### src/design/fpm_pkg.sv
package fpm_pkg;
  // ************************************************************
  // apb register map (byte addresses)
  // ************************************************************
  localparam logic [7:0] OFS_GPI = 8'h00;
  localparam logic [7:0] OFS_LOCK = 8'h04;
  localparam logic [7:0] OFS_CMD = 8'h08;
  localparam logic [7:0] OFS_ADDR = 8'h0C;
  localparam logic [7:0] OFS_WDATA = 8'h10;
  localparam logic [7:0] OFS_STATUS = 8'h14;
  localparam logic [7:0] OFS_RDATA = 8'h18;

  // ************************************************************
  // fields and widths
  // ************************************************************
  localparam int GPI_W = 5;
  localparam int SECTORS = 8;
  localparam int AW = 19;
  localparam int ROW_W = 11;
  localparam int COL_W = 8;
  localparam int SECT_LSB = 16;
  localparam int TOP_SECTOR = 7;
  localparam int CMD_PROG_BIT = 0;
  localparam int CMD_ERASE_BIT = 1;
  localparam int SR_READY_BIT = 7;
  localparam int SR_ERASE_BIT = 5;
  localparam int SR_PROG_BIT = 4;
  localparam int SR_PROT_BIT = 1;
  localparam logic [7:0] LOCK_RST = 8'hFF;
  localparam logic [1:0] STRAP_CYC = 2'h2;

  // ************************************************************
  // programming port commands
  // ************************************************************
  localparam logic [7:0] CMD_READ_ARRAY = 8'hFF;
  localparam logic [7:0] CMD_READ_STATUS = 8'h70;
  localparam logic [7:0] CMD_CLR_STATUS = 8'h50;
  localparam logic [7:0] CMD_PROGRAM = 8'h40;
  localparam logic [7:0] CMD_PROGRAM_ALT = 8'h10;
  localparam logic [7:0] CMD_ERASE = 8'h20;
  localparam logic [7:0] CMD_CONFIRM = 8'hD0;

  typedef enum logic [1:0] {
    ST_ARRAY = 2'b00,
    ST_STATUS = 2'b01,
    ST_PROG = 2'b10,
    ST_ERASE = 2'b11
  } fpm_mode_e;
endpackage

### src/design/fpm_sync.sv
`timescale 1ns/100ps
module fpm_sync #(
  parameter int W = 1
) (
  input wire logic clk,
  input wire logic rstn,
  input wire logic [W-1:0] d,
  output logic [W-1:0] q
);
  typedef struct packed {
    logic [W-1:0] s1;
    logic [W-1:0] s2;
  } fpm_sync_s;

  fpm_sync_s r;
  fpm_sync_s next_r;

  // first stage feeds only the second
  always_comb begin
    next_r.s1 = d;
    next_r.s2 = r.s1;
  end

  always_ff @(posedge clk or negedge rstn) begin
    if (!rstn) begin
      r <= '0;
    end else begin
      r <= next_r;
    end
  end

  assign q = r.s2;
endmodule

### src/design/fpm_protect.sv
`timescale 1ns/100ps
module fpm_protect (
  input wire logic [2:0] sector,
  input wire logic top_sector_lock_n,
  input wire logic write_protect_n,
  input wire logic [fpm_pkg::SECTORS-1:0] lock,
  output logic allowed
);
  logic hw_block;

  // pin level only gates, it never touches the lock bits
  always_comb begin
    if (sector == 3'(fpm_pkg::TOP_SECTOR)) begin
      hw_block = !top_sector_lock_n;
    end else begin
      hw_block = !write_protect_n;
    end
    allowed = !hw_block && !lock[sector];
  end
endmodule

### src/design/fpm_top.sv
`timescale 1ns/100ps
// Notes on behaviour
// - The five general inputs are synchronised and read back in the low bits of a register.
// - With the top lock pin low, program or erase of sector 7 is refused.
// - With the top lock pin high, sector 7 still obeys its lock bit; pins never alter locks.
// - With the write-protect pin low, program or erase of sectors 0 to 6 is refused.
// - With the write-protect pin high, sectors 0 to 6 still obey their lock bits.
// - In mux mode the row address bits are latched from the shared pins by the row strobe.
// - The row/column select tells whether the shared pins carry row or column bits.
// - In mux mode address and data are latched on the rising edge of the write strobe.
// - In mux mode the data pins take commands and data on writes and drive array or status on reads.
// - Data pins float whenever the device is in reset or the output gate is off.
// - In mux mode the data pins are driven only while the output gate enables them.
// - In mux mode the ready/busy pin follows bit 7 of the status byte.
// - Leaving reset the device is in array-read state.
module fpm_top (
  input wire logic clk,
  input wire logic rstn,
  input wire logic psel,
  input wire logic penable,
  input wire logic pwrite,
  input wire logic [7:0] paddr,
  input wire logic [31:0] pwdata,
  output logic [31:0] prdata,
  output logic pready,
  output logic pslverr,
  input wire logic [fpm_pkg::GPI_W-1:0] general_inputs,
  input wire logic top_sector_lock_n,
  input wire logic write_protect_n,
  input wire logic interface_select,
  input wire logic [fpm_pkg::ROW_W-1:0] mux_addr,
  input wire logic row_col_sel,
  input wire logic write_n,
  input wire logic out_gate_n,
  input wire logic [7:0] dq_i,
  output logic [7:0] dq_o,
  output logic dq_oe,
  output logic ready_busy_out,
  output logic [fpm_pkg::AW-1:0] arr_addr,
  input wire logic [7:0] arr_rdata,
  input wire logic arr_busy,
  output logic arr_prog,
  output logic arr_erase,
  output logic [fpm_pkg::AW-1:0] arr_op_addr,
  output logic [7:0] arr_wdata
);
  localparam int SW = fpm_pkg::GPI_W + fpm_pkg::ROW_W + 14; // six single pins and the data byte

  typedef struct packed {
    logic [1:0] strap_cnt;
    logic strap_done;
    logic mode_mux;
    logic [31:0] prdata;
    logic [fpm_pkg::AW-1:0] hub_addr;
    logic [7:0] hub_wdata;
    logic [fpm_pkg::SECTORS-1:0] lock;
    logic err_prog;
    logic err_erase;
    logic err_prot;
    logic [fpm_pkg::ROW_W-1:0] row;
    logic [fpm_pkg::COL_W-1:0] col;
    logic we_prev;
    fpm_pkg::fpm_mode_e mstate;
    logic [fpm_pkg::AW-1:0] op_addr;
    logic [7:0] op_wdata;
    logic op_prog;
    logic op_erase;
    logic [7:0] dq_out;
  } fpm_top_s;

  fpm_top_s r;
  fpm_top_s next_r;

  // ************************************************************
  // pin synchronisers
  // ************************************************************
  logic [SW-1:0] pins_raw;
  logic [SW-1:0] pins_s;
  logic [fpm_pkg::GPI_W-1:0] gpi_s;
  logic tsl_s;
  logic wp_s;
  logic sel_s;
  logic [fpm_pkg::ROW_W-1:0] addr_s;
  logic rc_s;
  logic we_s;
  logic oe_s;
  logic [7:0] dq_s;

  assign pins_raw = {general_inputs, top_sector_lock_n, write_protect_n, interface_select,
                     mux_addr, row_col_sel, write_n, out_gate_n, dq_i};
  assign {gpi_s, tsl_s, wp_s, sel_s, addr_s, rc_s, we_s, oe_s, dq_s} = pins_s;

  fpm_sync #(.W(SW)) u_sync (
    .clk(clk),
    .rstn(rstn),
    .d(pins_raw),
    .q(pins_s)
  );

  // ************************************************************
  // operation launch and protection
  // ************************************************************
  logic apb_wr;
  logic apb_setup_rd;
  logic busy;
  logic we_rise;
  logic hub_go;
  logic mux_go;
  logic go;
  logic go_prog;
  logic [fpm_pkg::AW-1:0] go_addr;
  logic [7:0] go_data;
  logic [2:0] go_sector;
  logic allowed;
  logic [7:0] sr_byte;
  logic mapped;

  fpm_protect u_protect (
    .sector(go_sector),
    .top_sector_lock_n(tsl_s),
    .write_protect_n(wp_s),
    .lock(r.lock),
    .allowed(allowed)
  );

  assign apb_wr = psel && penable && pwrite;
  assign apb_setup_rd = psel && !penable && !pwrite;
  assign busy = arr_busy || r.op_prog || r.op_erase;
  assign we_rise = !r.we_prev && we_s;
  assign hub_go = r.strap_done && !r.mode_mux && apb_wr && paddr == fpm_pkg::OFS_CMD
                  && (pwdata[fpm_pkg::CMD_PROG_BIT] || pwdata[fpm_pkg::CMD_ERASE_BIT]);
  assign mux_go = r.strap_done && r.mode_mux && we_rise
                  && (r.mstate == fpm_pkg::ST_PROG
                      || (r.mstate == fpm_pkg::ST_ERASE && dq_s == fpm_pkg::CMD_CONFIRM));
  // a launch while busy is dropped; software polls ready first
  assign go = (hub_go || mux_go) && !busy;
  assign go_prog = r.mode_mux ? (r.mstate == fpm_pkg::ST_PROG)
                              : pwdata[fpm_pkg::CMD_PROG_BIT];
  assign go_addr = r.mode_mux ? {addr_s[fpm_pkg::COL_W-1:0], r.row} : r.hub_addr;
  assign go_data = r.mode_mux ? dq_s : r.hub_wdata;
  assign go_sector = go_addr[fpm_pkg::AW-1:fpm_pkg::SECT_LSB];

  always_comb begin
    sr_byte = '0;
    sr_byte[fpm_pkg::SR_READY_BIT] = !busy;
    sr_byte[fpm_pkg::SR_ERASE_BIT] = r.err_erase;
    sr_byte[fpm_pkg::SR_PROG_BIT] = r.err_prog;
    sr_byte[fpm_pkg::SR_PROT_BIT] = r.err_prot;
  end

  always_comb begin
    unique case (paddr)
      fpm_pkg::OFS_GPI, fpm_pkg::OFS_LOCK, fpm_pkg::OFS_CMD, fpm_pkg::OFS_ADDR,
      fpm_pkg::OFS_WDATA, fpm_pkg::OFS_STATUS, fpm_pkg::OFS_RDATA: mapped = 1'b1;
      default: mapped = 1'b0;
    endcase
  end

  // ************************************************************
  // next state
  // ************************************************************
  always_comb begin
    next_r = r;
    next_r.op_prog = 1'b0;
    next_r.op_erase = 1'b0;
    next_r.we_prev = we_s;

    // strap taken once, after the synchroniser has filled
    if (!r.strap_done) begin
      next_r.strap_cnt = r.strap_cnt + 2'h1;
      if (r.strap_cnt == fpm_pkg::STRAP_CYC) begin
        next_r.mode_mux = sel_s;
        next_r.strap_done = 1'b1;
      end
    end

    // apb read data is built in the setup cycle
    if (apb_setup_rd) begin
      next_r.prdata = '0;
      unique case (paddr)
        fpm_pkg::OFS_GPI: next_r.prdata[fpm_pkg::GPI_W-1:0] = gpi_s;
        fpm_pkg::OFS_LOCK: next_r.prdata[fpm_pkg::SECTORS-1:0] = r.lock;
        fpm_pkg::OFS_ADDR: next_r.prdata[fpm_pkg::AW-1:0] = r.hub_addr;
        fpm_pkg::OFS_WDATA: next_r.prdata[7:0] = r.hub_wdata;
        fpm_pkg::OFS_STATUS: next_r.prdata[7:0] = sr_byte;
        fpm_pkg::OFS_RDATA: next_r.prdata[7:0] = arr_rdata;
        default: next_r.prdata = '0;
      endcase
    end

    if (apb_wr) begin
      unique case (paddr)
        fpm_pkg::OFS_LOCK: next_r.lock = pwdata[fpm_pkg::SECTORS-1:0];
        fpm_pkg::OFS_ADDR: next_r.hub_addr = pwdata[fpm_pkg::AW-1:0];
        fpm_pkg::OFS_WDATA: next_r.hub_wdata = pwdata[7:0];
        fpm_pkg::OFS_STATUS: begin
          if (pwdata[fpm_pkg::SR_ERASE_BIT]) begin
            next_r.err_erase = 1'b0;
          end
          if (pwdata[fpm_pkg::SR_PROG_BIT]) begin
            next_r.err_prog = 1'b0;
          end
          if (pwdata[fpm_pkg::SR_PROT_BIT]) begin
            next_r.err_prot = 1'b0;
          end
        end
        default: next_r.lock = r.lock;
      endcase
    end

    // row bits follow the pins while the strobe selects row, column while it selects column
    if (!rc_s) begin
      next_r.row = addr_s;
    end else begin
      next_r.col = addr_s[fpm_pkg::COL_W-1:0];
    end

    // programming port command decoder
    if (r.strap_done && r.mode_mux && we_rise) begin
      unique case (r.mstate)
        fpm_pkg::ST_PROG: next_r.mstate = fpm_pkg::ST_STATUS;
        fpm_pkg::ST_ERASE: begin
          next_r.mstate = (dq_s == fpm_pkg::CMD_CONFIRM) ? fpm_pkg::ST_STATUS
                                                        : fpm_pkg::ST_ARRAY;
        end
        fpm_pkg::ST_ARRAY, fpm_pkg::ST_STATUS: begin
          unique case (dq_s)
            fpm_pkg::CMD_PROGRAM, fpm_pkg::CMD_PROGRAM_ALT: next_r.mstate = fpm_pkg::ST_PROG;
            fpm_pkg::CMD_ERASE: next_r.mstate = fpm_pkg::ST_ERASE;
            fpm_pkg::CMD_READ_STATUS: next_r.mstate = fpm_pkg::ST_STATUS;
            fpm_pkg::CMD_CLR_STATUS: begin
              next_r.err_erase = 1'b0;
              next_r.err_prog = 1'b0;
              next_r.err_prot = 1'b0;
            end
            fpm_pkg::CMD_READ_ARRAY: next_r.mstate = fpm_pkg::ST_ARRAY;
            default: next_r.mstate = r.mstate;
          endcase
        end
      endcase
    end

    // launch or refusal; error sets come last so they win over a clear
    if (go) begin
      if (allowed) begin
        next_r.op_prog = go_prog;
        next_r.op_erase = !go_prog;
        next_r.op_addr = go_addr;
        next_r.op_wdata = go_data;
      end else begin
        next_r.err_prot = 1'b1;
        if (go_prog) begin
          next_r.err_prog = 1'b1;
        end else begin
          next_r.err_erase = 1'b1;
        end
      end
    end

    next_r.dq_out = (r.mstate == fpm_pkg::ST_ARRAY) ? arr_rdata : sr_byte;
  end

  always_ff @(posedge clk or negedge rstn) begin
    if (!rstn) begin
      r <= '0;
      r.lock <= fpm_pkg::LOCK_RST;
      r.we_prev <= 1'b1;
      r.mstate <= fpm_pkg::ST_ARRAY;
    end else begin
      r <= next_r;
    end
  end

  // ************************************************************
  // outputs
  // ************************************************************
  assign pready = 1'b1;
  assign pslverr = psel && penable && !mapped;
  assign prdata = r.prdata;
  // reset clears mode_mux, so the pins float during and right after reset
  assign dq_oe = r.mode_mux && !oe_s && we_s;
  assign dq_o = r.dq_out;
  assign ready_busy_out = r.mode_mux && sr_byte[fpm_pkg::SR_READY_BIT];
  assign arr_addr = r.mode_mux ? {r.col, r.row} : r.hub_addr;
  assign arr_prog = r.op_prog;
  assign arr_erase = r.op_erase;
  assign arr_op_addr = r.op_addr;
  assign arr_wdata = r.op_wdata;
endmodule

### config.mk
export PLATFORM = sky130hd
export DESIGN_NAME = fpm_top
export DESIGN_NICKNAME = d
export VERILOG_FILES = /design/src/design/fpm_pkg.sv /design/src/design/fpm_sync.sv /design/src/design/fpm_protect.sv /design/src/design/fpm_top.sv
export SDC_FILE = /design/constraint.sdc
export NUM_CORES = 1
export LEC_CHECK = 0
export ABC_AREA = 1
export BUFFER_PORTS_ARGS = -buffer_cell sky130_fd_sc_hd__buf_2
export CAP_MARGIN = 20
export CORE_ASPECT_RATIO = 1.5
export CORE_UTILIZATION = 45
export CTS_CLUSTER_SIZE = 30
export DETAILED_ROUTE_END_ITERATION = 12
export GPL_ROUTABILITY_DRIVEN = 0
export HOLD_SLACK_MARGIN = 0.1
export PLACE_DENSITY = 0.69
export SYNTH_ARGS = -nofsm -noshare
export SYNTH_HDL_FRONTEND = slang
export SYNTH_SLANG_ARGS = --single-unit
export TNS_END_PERCENT = 100
### constraint.sdc
create_clock -name clk -period 3 [get_ports clk]
set_input_delay 0.15 -clock clk [delete_from_list [all_inputs] [get_ports clk]]
set_output_delay 0.15 -clock clk [all_outputs]
set_load 0.005 [all_outputs]
# After elaboration in Yosys (flattened, before gate mapping)
# Index checks and enable logic that the tools add are counted.
# word_totals
register_bits	180
latchBits	0
mem_bits_rw	0
mem_bits_ro	0
output_inout_bits	92
word_cells	121
memories	0
# classes
addsub	1
n_mul	0
div_mod_pow	0
order_cmp	1
n_eq_ne	19
shifts	0
mux	31
n_bitwise	1
n_reduce_logical	47
# ops
operator	n
$mux W19	2
$eq A8 B5 Y1 const B	4
$pmux W5 S6	1
$eq A8 B7 Y1 const B	3
$mux W3	7
$logic_and A1 B1 Y1	19
$eq A8 B4 Y1 const B	2
$eq A8 B8 Y1 const B	2
$mux W8	2
$pmux W3 S5	1
$logic_not A1 Y1	12
$reduce_and A2 Y1	6
$mux W11	1
$mux W1	10
$eq A8 B3 Y1 const B	1
$eq A8 B6 Y1 const B	1
$logic_not A8 Y1	1
$mux W2	4
$pmux W2 S4	1
$reduce_or A7 Y1	1
$eq A2 B2 Y1 const B	3
$pmux W2 S3	1
$logic_or A1 B1 Y1	5
$ne A5 B1 Y1 const B	1
other kinds (8)	9

# Depth between registers and ports, before layout
# depth
word_depth	9
ltp_mapped	14
ltp_nobuf	11

# By module
# A second synthesis with hierarchy kept.
# unflattened
hier_cells	895
area_unflattened_um2	7958.9
# modules_own_cells
module	instances	cells_each	area_per_inst_um2	seq_area_each_um2
fpm_top	1	804	6333.6	3014.1
fpm_sync	1	60	1501.4	1501.4
fpm_protect	1	31	123.9	0.0

# Worst setup path after synthesis
# No wires, ideal clock.
# synth_timing
kind	flip-flop to flip-flop
startpoint	reg r[129] in the netlist's numbering
endpoint	reg r, in the netlist arr_op_addr[0]
setup_ns	0.117
arrival_time_ns	1.579
slack_ns	1.304
stages_incl_launch_ff	14
path_buffers	3
period_less_slack_ns	1.696
path_cell_list	dfrtp_1 > buf_4 > inv_6 > nand2_2 > nand2_4 > nand4_1 > nand2_1 > nand3_1 > nor2_4 > nand2_2 > buf_6 > buf_6 > nand2_1 > nand2_1
# synth_via
elab_chain_cells	8
elab_cells_between_ends	19
classes_between	eq/ne: 1; mux: 4; reduce/logical: 14
# synth_lines
item	line	source
from (decl)	fpm_top.sv:71	fpm_top_s r;
from (signal assigned)	fpm_top.sv:270	r <= next_r;
branches (longest 8 deep; another with $mux W19)	n/a	
# Several ways; the timed one is not identified. The select of a mux whose other input is x is not followed.
# A chain may end at the register's enable or synchronous reset.

# Worst setup path in the final report
# layout_timing
startpoint	reg r[129] in the netlist's numbering
endpoint	reg r, in the netlist arr_op_addr[14]
# Same word-level chain as after synthesis.

==> run summary <==
The flow ran to the end, and the final reports show no timing, DRC or antenna violations. The startpoint identified for the worst hold timing path is pwdata[3]. The floorplan has 58 rows. The cell family contributing the most delay on the critical path is simple AND/OR/NAND/NOR gates.

The capture endpoint of the worst hold path is r[65]. The synthesized design contains 180 register bits. The post-CTS setup repair buffer count is 0. The number of synthesized flops with an enable pin came out at 0.

For the pin with the worst max-slew slack, the measured transition is 0.8931 ns. Summing every instance area after synthesis gives 7782 um2. The count of nets left with antenna violations once routing finished came out at 0.

The yosys synthesis warning count came out at 0. The maximum single-stage delay on the critical path came out at 0.49 ns. The root buffer cell is clkbuf_16. The wire length of the first global-routing pass is 29500 um. For this run, the leading register cell type out of synthesis is dfrtp_1. Clock-pin slew was measured on the worst setup and hold paths at 0.07 ns.

The number of global-route vias before repair came out at 5845. The leakage component of the power came out at 4.818 nW. The worst setup path category is reg -> reg.

The overall routed net length is 18740 um. The hold violation total from the final report is 0. The switching share of power came out at 26.31%. The max-cap check violation count came out at 0.

After synthesis, the most frequently instantiated cells are 212 x nand2_1, 171 x dfrtp_1, 92 x o21ai_0, 80 x buf_4, 75 x inv_1. The average vias per placed instance came out at 4.950. Detailed placement finished with a half-perimeter wire length of 13010 um. Data on the critical path is required at its endpoint by 3.31 ns. The I/O pin count came out at 176.

The final-report max-slew violation count came out at 0. Port buffering added 148 buffers. The multi-input logic area came out at 2305 um2. The type of the tightest min-delay check is in -> reg. Traced cell by cell, the critical path runs through buf_4, nand2_1, nor3_1, nand2_1, a21oi_2, nand2_2, nand2_1, nand2_1.

The largest net degree at the start of global routing came out at 81. The part of the cycle the worst path needs is 76.68%. Counting along the longest clock path gives a buffer depth of 2. The area of the die is 17840 um2. The register-to-register setup slack is 0.70 ns.

The final setup skew came out at 0.01079 ns. The worst flop-to-flop path startpoint is r[129]. Summed over all layers, the global routing overflow is 0. The number of antenna violations at the first check in global routing is 0.

The layout overhead on the synthesized area came out at 20.06%. By area the synthesized netlist is led by dfrtp_1 55%, nand2_1 10%, buf_4 7.7%. The relative slew slack came out at 40.46%.

Setup repair after global routing left no endpoint under its margin. The H-tree generated during clock tree synthesis spans 4 levels. The setup total negative slack came out at 0 ns. The average instance area after synthesis is 9.298 um2. The number of sinks handled by clock tree synthesis is 180. The clock network burns 41.0% of the power. The cell type contributing the most total cell area after synthesis is dfrtp_1. IR analysis of the VDD net gives a maximum drop of 322.8 uV. Together, buffers and inverters on the worst path number 1. Setup violations remaining at the end of the flow were counted as 0. The critical path arrival is 2.61 ns. The top cell type by area accounts for 54.98% of the synthesized area. The count of mapped cells out of synthesis came out at 837. The maximum clock rate came out at 0.4347 GHz.

The most common cell in the synthesized netlist is nand2_1. The endpoint class of the critical path is a flip-flop. The count of cell types in the netlist came out at 34. The detailed router finished its first iteration with 393 violations. The overall die height is 163.1 um. The quantity of hold-fixing buffers added after cts came out at 57. The net switching power came out at 1.389 mW. In the final layout, flip-flops and latches occupy 4516 um2. The share of total power in combinational logic came out at 9.4%. The routed wirelength normalized by instance count came out at 15.63 um. The maximum fanout encountered on the critical timing path is 29. TritonCTS built the clock tree. The later pin in the worst-skew pair is clocked with a latency of 0.42 ns. In the global route stage, overall resource usage came out at 22.14%. The effective utilization at floorplan is 46.22%. Sequential elements use 58.02% of the synthesized area. The first TritonRoute pass finished after 5 iterations. The total power draw came out at 5.280 mW. Internal power comes to 3.891 mW. The via count came out at 5935. The worst setup path is launched from a flip-flop. The count of cells along the worst hold path came out at 3. The most frequent cell on the critical path is nand2_1. Once the clock tree was built, the resizer swapped 0 gates to a different size.

The DRC violation count after routing came out at 0. On the critical path, the stage with the largest delay is an instance of dfrtp_1. The CTS buffer count is 17.

The depth of the most critical reg-to-reg path came out at 8. In this run the standard cell core region covers 16840 um2. The power share of the sequential group is 49.6%.

The endpoint of the lowest-slack register-to-register path is arr_op_addr[14]. The filler cell count is 1517. The clock period minus worst slack came out at 2.300 ns. The cell area power density is 565.1 nW/um2. In the synthesized netlist the async set-or-reset flop fraction comes to 100.0%. The die width came out at 109.4 um. 0 antenna diodes ended up in the layout. For this run, the post-layout net count is 1061.

The share of post-route cells with drive strength above 1 is 23.46%.
[worst register-to-register path, cell delays in order, from the launching register on]
cell,delay (ns)
dfrtp_1,0.49
buf_4,0.24
nand2_1,0.09
nor3_1,0.31
nand2_1,0.15
a21oi_2,0.19
nand2_2,0.44
nand2_1,0.21
nand2_1,0.08
[cells in the final DEF (no fill, tap or decap), drive strengths merged, types with 3 or more instances in the layout]
master	n
or2	4
nor2	36
buf	157
dlygate4sd3	57
nor3	9
clkbuf	18
dfrtp	171
o22ai	6
conb	14
nand2	220
a21boi	3
clkinv	3
dfstp	9
o21ai	92
mux2	13
inv	87
nand4	7
nand3	61
o31ai	4
a21oi	12
[routing by layer]
metal  vias up  wire length [um]  global-route usage [%]
met5         -                 0                       0
met4         0               676                   10.73
met3        39               953                   3.791
met2       227              9213                   36.51
met1      2812              7899                   27.98
li1       2857                 -                       -
[flip-flops by register name, indices dropped and copies added, names as in the netlist]
register,count
prdata,19
r,64
u_sync.next_r,30
arr_prog,1
dq_o,8
arr_wdata,8
u_sync.q,30
arr_erase,1
arr_op_addr,19
[worst max-delay path by stage]
stage	from	endpoint	depth (start not counted)	slack [ns]
after detailed placement	r[129]	arr_op_addr[14]	10	0.71
after global placement	r[129]	arr_op_addr[10]	10	0.80
final	r[129]	arr_op_addr[14]	8	0.70
after CTS	r[129]	arr_op_addr[14]	10	0.70
after floorplan	r[129]	arr_op_addr[0]	13	1.30
after global routing	r[129]	arr_op_addr[14]	10	0.51
[cell families after synthesis]
logic type	synth area share [%]
buf+inv	13.05
fa+ha+maj	0.1607
compound gates	7.990
other cells	0.09650
flops	58.02
xor+xnor	0.1126
simple gates	18.68
mux	1.881
[power by group through the flow]
stage / Clock, mW / Sequential (mW) / Combinational [mW]
finish: 2.16 / 2.62 / 0.497
global route: 2.29 / 2.64 / 0.565
CTS: 2.20 / 2.62 / 0.499
detailed placement: 0 / 2.67 / 0.439
global placement: 0 / 2.66 / 0.430
floorplan: 0 / 2.64 / 0.303
[layout make-up]
| cell class | count | area share (%) |
|---|---|---|
| clock buffers | 18 | 4.700 |
| inverters | 77 | 3.147 |
| clock inverters | 14 | 1.393 |
| well taps | 210 | 2.812 |
| flip-flops and latches | 180 | 48.33 |
| multi-input cells | 486 | 24.67 |
| repair buffers | 214 | 14.96 |
[through the flow]
step / instance area [um2] / hold WS, ns / setup slack (ns) / std cells / util [%]
floorplan: 7828 / -0.1456 / 1.304 / 849 / -
global placement: 8204 / 0.1327 / 0.7953 / 1110 / 48.73
detailed placement: 8204 / 0.1331 / 0.7076 / 1110 / 48.73
CTS: 9344 / 0.1280 / 0.7021 / 1199 / 55.50
global route: 9344 / 0.1328 / 0.5074 / 1199 / 55.50
finish: 9344 / 0.1433 / 0.6997 / 1199 / 55.50
Note: power is estimated with default switching activity, not from simulation.
